==> src/hdl/upio_consts.svh <==
// Address map, field positions and reset values of the user parallel port
//
// Overview of operation
// - Direction bit one drives the main port line; zero leaves it an input.
// - Each of the eight main lines has its own direction bit.
// - Main port data at 56577 reads input levels and drives outputs.
// - Main port direction register sits at 56579, read and write.
// - A falling edge on the flag input sets the flag bit.
// - Interrupt request asserts while the flag bit is set and enabled.
// - With the flag interrupt disabled the bit is still readable, no request.
// - Auxiliary line two behaves as a port bit; data 56576, direction 56578.
// - Two handshake lines: falling-edge flag input and handshake output.
`ifndef UPIO_CONSTS_SVH
`define UPIO_CONSTS_SVH

`define UPIO_ADDR_AUX_DATA 16'hDD00
`define UPIO_ADDR_MAIN_DATA 16'hDD01
`define UPIO_ADDR_AUX_DIR 16'hDD02
`define UPIO_ADDR_MAIN_DIR 16'hDD03
`define UPIO_ADDR_FLAG_CTRL 16'hDD04
`define UPIO_ADDR_FLAG_STAT 16'hDD05

`define UPIO_AUX_LINE 2
`define UPIO_FLAG_EN_BIT 0
`define UPIO_FLAG_STAT_BIT 0
`define UPIO_IRQ_STAT_BIT 7

`define UPIO_RST_BYTE 8'h00
`define UPIO_RST_BIT 1'b0
`define UPIO_RST_HIGH 1'b1

`endif

==> src/hdl/upio_pkg.sv <==
// Types shared by the user parallel port modules
package upio_pkg;

  // Whole state of the port top module
  typedef struct packed {
    logic [7:0] aux_data;
    logic [7:0] main_data;
    logic [7:0] aux_dir;
    logic [7:0] main_dir;
    logic flag_en;
    logic flag;
    logic irq_n;
    logic hs_n;
    logic [7:0] rdata;
  } upio_state_t;

  // State of the flag edge detector
  typedef struct packed {
    logic prev;
  } upio_edge_state_t;

endpackage

==> src/hdl/upio_flag_if.sv <==
// Carrier between the flag edge detector and the port core
`timescale 1ns/1ns
`default_nettype none
interface upio_flag_if;
  logic level;
  logic fall;

  modport detector (
    input level,
    output fall
  );

  modport core (
    output level,
    input fall
  );
endinterface
`default_nettype wire

==> src/hdl/upio_top.sv <==
// User parallel port: main and auxiliary port, flag interrupt, handshake
`timescale 1ns/1ns
`default_nettype none
`include "upio_consts.svh"
module upio_top #(
  parameter int WIDTH = 8
) (
  input wire logic clk_sys_i,
  input wire logic resetn_i,
  input wire logic [15:0] addr_i,
  input wire logic wr_en_i,
  input wire logic rd_en_i,
  input wire logic [7:0] wdata_i,
  output logic [7:0] rdata_o,
  input wire logic [WIDTH-1:0] main_port_line_i,
  output logic [WIDTH-1:0] main_port_line_o,
  output logic [WIDTH-1:0] main_port_line_oe_o,
  input wire logic aux_port_line_two_i,
  output logic aux_port_line_two_o,
  output logic aux_port_line_two_oe_o,
  input wire logic falling_edge_flag_input_i,
  output logic handshake_output_n_o,
  output logic irq_n_o
);

  upio_pkg::upio_state_t st_reg;
  upio_pkg::upio_state_t st_next;
  upio_flag_if flag_if ();
  logic [7:0] aux_pins;
  logic [7:0] main_view;
  logic [7:0] aux_view;

  // Merge pin level with output latch: outputs read back what they drive
  function automatic logic [7:0] port_view(
    input logic [7:0] dir,
    input logic [7:0] dout,
    input logic [7:0] pins
  );
    port_view = (dir & dout) | (~dir & pins);
  endfunction

  // Address compare used by every register strobe
  function automatic logic hit(
    input logic [15:0] addr,
    input logic [15:0] target
  );
    hit = (addr == target);
  endfunction

  // Only line two of the auxiliary port reaches a pin; the other pin inputs are tied to zero
  always_comb begin
    aux_pins = 8'h00;
    aux_pins[`UPIO_AUX_LINE] = aux_port_line_two_i;
  end

  assign main_view = port_view(st_reg.main_dir, st_reg.main_data, main_port_line_i);
  assign aux_view = port_view(st_reg.aux_dir, st_reg.aux_data, aux_pins);
  assign flag_if.level = falling_edge_flag_input_i;

  upio_flag_edge u_edge (
    .clk_sys_i(clk_sys_i),
    .resetn_i(resetn_i),
    .flag_if(flag_if)
  );

  // Next state: register writes, read mux, flag, interrupt and handshake
  always_comb begin
    st_next = st_reg;
    if (wr_en_i) begin
      if (hit(addr_i, `UPIO_ADDR_AUX_DATA)) begin
        st_next.aux_data = wdata_i;
      end
      if (hit(addr_i, `UPIO_ADDR_MAIN_DATA)) begin
        st_next.main_data = wdata_i;
      end
      if (hit(addr_i, `UPIO_ADDR_AUX_DIR)) begin
        st_next.aux_dir = wdata_i;
      end
      if (hit(addr_i, `UPIO_ADDR_MAIN_DIR)) begin
        st_next.main_dir = wdata_i;
      end
      if (hit(addr_i, `UPIO_ADDR_FLAG_CTRL)) begin
        st_next.flag_en = wdata_i[`UPIO_FLAG_EN_BIT];
      end
      // Write one clears the flag
      if (hit(addr_i, `UPIO_ADDR_FLAG_STAT) && wdata_i[`UPIO_FLAG_STAT_BIT]) begin
        st_next.flag = `UPIO_RST_BIT;
      end
    end
    // Edge after the clear so an event in the clear cycle is kept
    if (flag_if.fall) begin
      st_next.flag = 1'b1;
    end
    // Register read data; unmapped addresses answer zero
    if (rd_en_i) begin
      st_next.rdata = 8'h00;
      if (hit(addr_i, `UPIO_ADDR_AUX_DATA)) begin
        st_next.rdata = aux_view;
      end
      if (hit(addr_i, `UPIO_ADDR_MAIN_DATA)) begin
        st_next.rdata = main_view;
      end
      if (hit(addr_i, `UPIO_ADDR_AUX_DIR)) begin
        st_next.rdata = st_reg.aux_dir;
      end
      if (hit(addr_i, `UPIO_ADDR_MAIN_DIR)) begin
        st_next.rdata = st_reg.main_dir;
      end
      if (hit(addr_i, `UPIO_ADDR_FLAG_CTRL)) begin
        st_next.rdata[`UPIO_FLAG_EN_BIT] = st_reg.flag_en;
      end
      if (hit(addr_i, `UPIO_ADDR_FLAG_STAT)) begin
        st_next.rdata[`UPIO_FLAG_STAT_BIT] = st_reg.flag;
        st_next.rdata[`UPIO_IRQ_STAT_BIT] = ~st_reg.irq_n;
      end
    end
    // Request follows the registered flag and enable
    st_next.irq_n = ~(st_reg.flag & st_reg.flag_en);
    // Low for one cycle after any main port data access
    st_next.hs_n = ~((wr_en_i | rd_en_i) & hit(addr_i, `UPIO_ADDR_MAIN_DATA));
  end

  // Directions and flag clear on reset so no line drives before software sets it up
  always_ff @(posedge clk_sys_i or negedge resetn_i) begin
    if (!resetn_i) begin
      st_reg.aux_data <= `UPIO_RST_BYTE;
      st_reg.main_data <= `UPIO_RST_BYTE;
      st_reg.aux_dir <= `UPIO_RST_BYTE;
      st_reg.main_dir <= `UPIO_RST_BYTE;
      st_reg.flag_en <= `UPIO_RST_BIT;
      st_reg.flag <= `UPIO_RST_BIT;
      st_reg.irq_n <= `UPIO_RST_HIGH;
      st_reg.hs_n <= `UPIO_RST_HIGH;
      st_reg.rdata <= `UPIO_RST_BYTE;
    end else begin
      st_reg <= st_next;
    end
  end

  // Outputs straight from the state flip-flops
  assign rdata_o = st_reg.rdata;
  assign main_port_line_o = st_reg.main_data;
  assign main_port_line_oe_o = st_reg.main_dir;
  assign aux_port_line_two_o = st_reg.aux_data[`UPIO_AUX_LINE];
  assign aux_port_line_two_oe_o = st_reg.aux_dir[`UPIO_AUX_LINE];
  assign handshake_output_n_o = st_reg.hs_n;
  assign irq_n_o = st_reg.irq_n;

  // Decoded strobes shared by the checks
  logic main_dir_wr;
  logic main_data_wr;
  logic main_data_rd;
  logic aux_dir_wr;
  logic aux_data_wr;
  logic stat_clr;
  assign main_dir_wr = wr_en_i & hit(addr_i, `UPIO_ADDR_MAIN_DIR);
  assign main_data_wr = wr_en_i & hit(addr_i, `UPIO_ADDR_MAIN_DATA);
  assign main_data_rd = rd_en_i & hit(addr_i, `UPIO_ADDR_MAIN_DATA);
  assign aux_dir_wr = wr_en_i & hit(addr_i, `UPIO_ADDR_AUX_DIR);
  assign aux_data_wr = wr_en_i & hit(addr_i, `UPIO_ADDR_AUX_DATA);
  assign stat_clr = wr_en_i & hit(addr_i, `UPIO_ADDR_FLAG_STAT) & wdata_i[`UPIO_FLAG_STAT_BIT];
endmodule
`default_nettype wire

==> src/hdl/upio_flag_edge.sv <==
// Falling-edge detector for the flag input line
`timescale 1ns/1ns
`default_nettype none
`include "upio_consts.svh"
module upio_flag_edge (
  input wire logic clk_sys_i,
  input wire logic resetn_i,
  upio_flag_if.detector flag_if
);

  upio_pkg::upio_edge_state_t st_reg;
  upio_pkg::upio_edge_state_t st_next;

  // Idle line is high, so reset to high avoids a false edge
  always_comb begin
    st_next = st_reg;
    st_next.prev = flag_if.level;
  end

  always_ff @(posedge clk_sys_i or negedge resetn_i) begin
    if (!resetn_i) begin
      st_reg.prev <= `UPIO_RST_HIGH;
    end else begin
      st_reg <= st_next;
    end
  end

  // One-cycle pulse on high-to-low transition
  assign flag_if.fall = st_reg.prev & ~flag_if.level;

endmodule
`default_nettype wire

==> config.mk <==
export PLATFORM = sky130hd
export DESIGN_NAME = upio_top
export DESIGN_NICKNAME = d
export VERILOG_FILES = /design/src/hdl/upio_pkg.sv /design/src/hdl/upio_flag_if.sv /design/src/hdl/upio_top.sv /design/src/hdl/upio_flag_edge.sv
export VERILOG_INCLUDE_DIRS = /design/src /design/src/hdl
export SDC_FILE = /design/constraint.sdc
export NUM_CORES = 1
export LEC_CHECK = 0
export BUFFER_PORTS_ARGS = -buffer_cell sky130_fd_sc_hd__buf_2
export CAP_MARGIN = 5
export CORE_ASPECT_RATIO = 0.7
export CORE_MARGIN = 3
export CORE_UTILIZATION = 40
export CTS_CLUSTER_SIZE = 30
export DETAILED_ROUTE_END_ITERATION = 10
export PLACE_DENSITY = 0.65
export SLEW_MARGIN = 10
export SYNTH_ARGS = -nofsm -noshare
export SYNTH_HDL_FRONTEND = slang
export SYNTH_SLANG_ARGS = --single-unit
==> constraint.sdc <==
create_clock -name clk_sys_i -period 1.63 [get_ports clk_sys_i]
set_input_delay 0.2445 -clock clk_sys_i [delete_from_list [all_inputs] [get_ports clk_sys_i]]
set_output_delay 0.2445 -clock clk_sys_i [all_outputs]
set_load 0.02 [all_outputs]
* Yosys cells after proc, flatten, opt, wreduce, memory -nomap -nowiden
Index checks and enable logic that the tools add are counted.
W data, S select, Z words.
** Operators by class
- Reductions and logical operators :: 9
- Bitwise operators :: 16
- Equality and inequality tests :: 6
- Muxes and demuxes :: 10
** Operators by type and width (count)
- $eq A16 B16 Y1 const B :: 6
- $mux W8 :: 4
- $and A8 B8 Y8 :: 3
- $not A8 Y8 :: 2
- $or A8 B8 Y8 :: 2
- $reduce_and A2 Y1 :: 6
- $and A8 B3 Y8 :: 1
- $mux W1 :: 6
- $not A1 Y1 :: 4
- $reduce_bool A2 Y1 :: 2
- $and A1 B1 Y1 :: 3
- $logic_and A1 B1 Y1 :: 1
- $or A1 B1 Y1 :: 1
** Storage, ports and cells
- Bits in registers :: 45

* Depth between registers and ports, before layout
- Word-level depth :: 9
- Gate-level depth with buffers :: 6
- Mapped depth without buffers :: 4

* Modules after synthesis
From an unflattened synthesis, not the netlist that was laid out.
** Unflattened totals
- Cells, all modules :: 204
- Area total of the unflattened synthesis :: 2341.0 µm²
** By module, submodules not included
- upio_top :: times used 1, area an instance 2301.0 µm², seq. area each 1103.6 µm², cells an instance 202
- upio_flag_edge :: times used 1, area an instance 40.0 µm², seq. area each 26.3 µm², cells an instance 2

* Least setup slack after synthesis
No wires, ideal clock.
- Kind :: in2reg
- Start :: in addr_i[5]
- End :: reg st_reg (netlist bit main_port_line_oe_o[0])
- Setup slack :: -170 ps
- Arrival time :: 1675 ps
- Stages on the path :: 5
- Library setup time :: 125 ps
- Path buffers :: 1
- Cells stage by stage :: or4_4 > nor3_4 > and3_1 > buf_6 > mux2_2
** On the way
- Longest elaborated chain between the ends :: 2
** Ends and longest elaborated chain
- start, declared :: line upio_top.sv:10 : input wire logic [15:0] addr_i,
- $eq A16 B16 Y1
- $reduce_and A2 Y1 (no source line)
- end signal, assigned :: line upio_top.sv:136 : st_reg <= st_next;
- end, declared :: line upio_top.sv:26 : upio_pkg::upio_state_t st_reg;
No other way between the ends.
A chain may end at the register's enable or synchronous reset.

* Worst setup path after layout
- Start :: in addr_i[5]
- End :: reg st_reg[20] (netlist bit)
The elaborated chain is that of the path after synthesis.

==> results.txt <==
* Number of sinks handled by clock tree synthesis: 45
- Cell type with the highest aggregate area in the netlist: sky130_fd_sc_hd__dfrtp_1
- The share of synthesized area in the top cell type comes to 0.439.
- Die extent in y: 70.7 µm
- Once placement completed, the tool counted placed cells totaling 334.
- Die Area: 6970 µm²
* Worst-path fanout max: 8
* Yosys warning total: 0
- The number of global-route vias before repair was 1,788.
* Worst ir drop on vdd: 0.000432 V
- Number of H-tree levels: 2
- The final route contains 1,767 vias.
- Data arrives at the worst endpoint at 1.73 ns.
* Register Area: 1130 µm²
- Across the routed clock network, the largest skew measured is 0.00508 ns.
- In this run the count of I/O pins placed on the die edge is 66.
- Setup repair after global routing left no endpoint under its margin.
- For this design the static power due to leakage is 1.48 nW.
- STA classifies the critical path endpoint as a register.
- Row generation in the floorplan step produced 22 rows.
* Cell Area, Synth: 2390 µm²
* DR vias/cell: 5.15
- Worst-path clk slew: 0.08 ns
- In the detailed route, the total length drawn on met3 is 312 µm.
* Final setup violation count: 0
- The layout has 503 filler cells.
* GR Util All Layers: 0.170
- Synth area leaders: sky130_fd_sc_hd__dfrtp_1, sky130_fd_sc_hd__mux2_2, sky130_fd_sc_hd__buf_4
- Avg WL per Cell: 16.4 µm
- Number of standard cells in the layout, taps in and fillers out: 343
- Number of buffers inserted during clock tree synthesis: 5
- Fin util: 0.537
- Counting flops with an async set or reset pin after synthesis yields a share of 1.00.
- Transition time at the pin with the least slew margin: 0.536 ns
- Before CTS, the worst setup slack after placement is -0.227 ns.
- The min-delay analysis places its worst path in the category in2reg.
- Once detailed placement completed, the half-perimeter wirelength came to 4290 µm.
- Total power density per cell area: 664 nW/µm²
- Skew-Pair Late Insertion Delay: 0.29 ns
- DR DRC count: 0
* Initial Util: 0.435
- The worst setup path is launched from an input pin.
- Max transition margin: 0.643
- Mapped Avg Cell Area: 11.7 µm²
- Total inserted antenna cells: 0
- The die is 98.5 µm wide.
* Layout overhead on the synthesized area: 23.5%
* Number of standard cells after synthesis: 205
- First-pass iteration count of the detailed router: 4
- Flip-flop and latch count after synthesis: 45
- Final slew viol count: 0
- Port-buffer cells: 65
* Weighted congestion reported at the end of routability-driven placement: 0.761
* Root cell of the clock tree: sky130_fd_sc_hd__clkbuf_8
- Global-route wire length before repair: 9390 µm
* Sum of routed wire length over all layers: 5640 µm
* Standard cell core area: 5510 µm²
* Min setup slack post-route: 0.0771 ns
- In the final layout, the share of cells above drive strength 1 is 0.524.
* Number of distinct standard cells referenced by the synthesized netlist: 41
- Accumulated negative setup slack: 0 ns
- For this run, the leading register cell type out of synthesis is sky130_fd_sc_hd__dfrtp_1.
- Number of resized instances in the post-cts repair step: 0
- CTS tree: yes
- Number of antenna violations at the first check in global routing: 0
* Required time of the critical path: 1.81 ns
- The register with the most flip-flops in the layout has 16 of them.
* Highest signal layer in the routed design: met4
- Summing all multi-input logic gate instances after layout gives 1080 µm².
* Ratio of final minimum period to clock period: 0.953
- After synthesis, the most frequently instantiated cells are sky130_fd_sc_hd__dfrtp_1, sky130_fd_sc_hd__mux2_2, sky130_fd_sc_hd__buf_4, sky130_fd_sc_hd__nor2_1.
- Setup CP Type: in2reg
* Net total in the final layout: 308
* Met2 WL post-DR: 2480 µm
- Total placed instance area: 2870 µm²
- Number of enable-type register cells in the synthesized netlist: 0
- The longest clock path from root to sink contains 2 buffers.
- Entering global routing, the biggest net connects 23 pins.
- Min Clock Period, post-route: 1.55 ns
* Met1 wire length: 2780 µm
* Overall Power: 1.96 mW
- Number of design-rule violations left by the first detailed-router iteration: 58
- The run finished with clean final reports.
- Post-route cell area: 2960 µm²
* Number of endpoints with negative hold slack in the final report: 0
- Summed over all layers, the global routing overflow is 0.
- The count of nets left with antenna violations once routing finished came out at 0.
* Count leader, synth: sky130_fd_sc_hd__dfrtp_1
* Max Freq: 644 MHz
- Across the run, the number of max-cap violations was 0.
* Number of nets in the synthesized netlist: 243
- Hold timing on the final database bottoms out at a slack of 0.0564 ns.
- Register area share after synthesis: 0.472
==> area by class of cell <==
class,instances,share of cell area
multi-input cells,123,0.365
repair buffers,91,0.190
flip-flops and latches,45,0.382
clock buffers,6,0.0245
clock inverters,2,0.00338
inverters,4,0.00508
well taps,72,0.0305
==> worst max-delay path: stages <==
cell and delay [ns]:
sky130_fd_sc_hd__buf_2 0.10, sky130_fd_sc_hd__or4_4 0.53, sky130_fd_sc_hd__nor3_4 0.14, sky130_fd_sc_hd__buf_4 0.17, sky130_fd_sc_hd__nand4_4 0.21, sky130_fd_sc_hd__mux2_2 0.33
==> what timing repair did <==
item	4_1_cts	5_1_grt
hold buffers	1	0
endpoints found under the hold margin	17	0
setup buffers	0	0
==> report_power, final <==
part / internal [mW] / total [mW] / switching (mW) / leakage [nW]
Sequential: 1.12 / 1.12 / 0.000540 / 0.613
Combinational: 0.0833 / 0.185 / 0.101 / 0.819
Clock: 0.298 / 0.660 / 0.362 / 0.0450
Total: 1.50 / 1.96 / 0.464 / 1.48
==> metal layers <==
metal / global-route usage / up-vias
met3: 0.0384 / 8
met2: 0.255 / 49
met4: 0.0364 / 0
li1: - / 850
met1: 0.252 / 860
met5: 0 / -
==> cells in the final DEF (no fill, tap or decap), types with 3 or more instances in the layout <==
cell	synthesis	layout
sky130_fd_sc_hd__dfrtp_1	42	42
sky130_fd_sc_hd__nand4_1	3	3
sky130_fd_sc_hd__o21ai_0	8	8
sky130_fd_sc_hd__clkbuf_8	0	5
sky130_fd_sc_hd__inv_1	3	3
sky130_fd_sc_hd__nand2b_1	3	3
sky130_fd_sc_hd__dfstp_2	3	3
sky130_fd_sc_hd__mux2_4	0	16
sky130_fd_sc_hd__a21oi_1	3	3
sky130_fd_sc_hd__and4bb_2	3	3
sky130_fd_sc_hd__o2bb2ai_1	7	7
sky130_fd_sc_hd__buf_12	0	3
sky130_fd_sc_hd__nor2_1	20	20
sky130_fd_sc_hd__buf_4	24	22
sky130_fd_sc_hd__nand2_1	3	3
sky130_fd_sc_hd__mux2i_1	8	8
sky130_fd_sc_hd__mux2_2	33	17
sky130_fd_sc_hd__a211oi_1	5	5
sky130_fd_sc_hd__buf_2	1	65
==> worst paths after layout <==
| kind | to | start | cells after the start | slack (ns) |
|---|---|---|---|---|
| min in group asynchronous | st_reg[37] | resetn_i | 2 | 0.47 |
| min | u_edge.st_reg | falling_edge_flag_input_i | 1 | 0.06 |
| max reg2reg | rdata_o[0] | main_port_line_oe_o[0] | 4 | 0.28 |
| max in group asynchronous | st_reg[36] | resetn_i | 3 | 0.53 |
| min reg2reg | irq_n_o | st_reg[10] | 1 | 0.42 |
| max | st_reg[20] | addr_i[5] | 6 | 0.08 |
==> logic make-up after synthesis <==
family | after synthesis | share of synthesized area
flops | 45 | 0.472
simple gates | 50 | 0.141
compound gates | 32 | 0.0967
buf+inv | 37 | 0.102
mux | 41 | 0.189
Note: power is estimated with default switching activity, not from simulation.
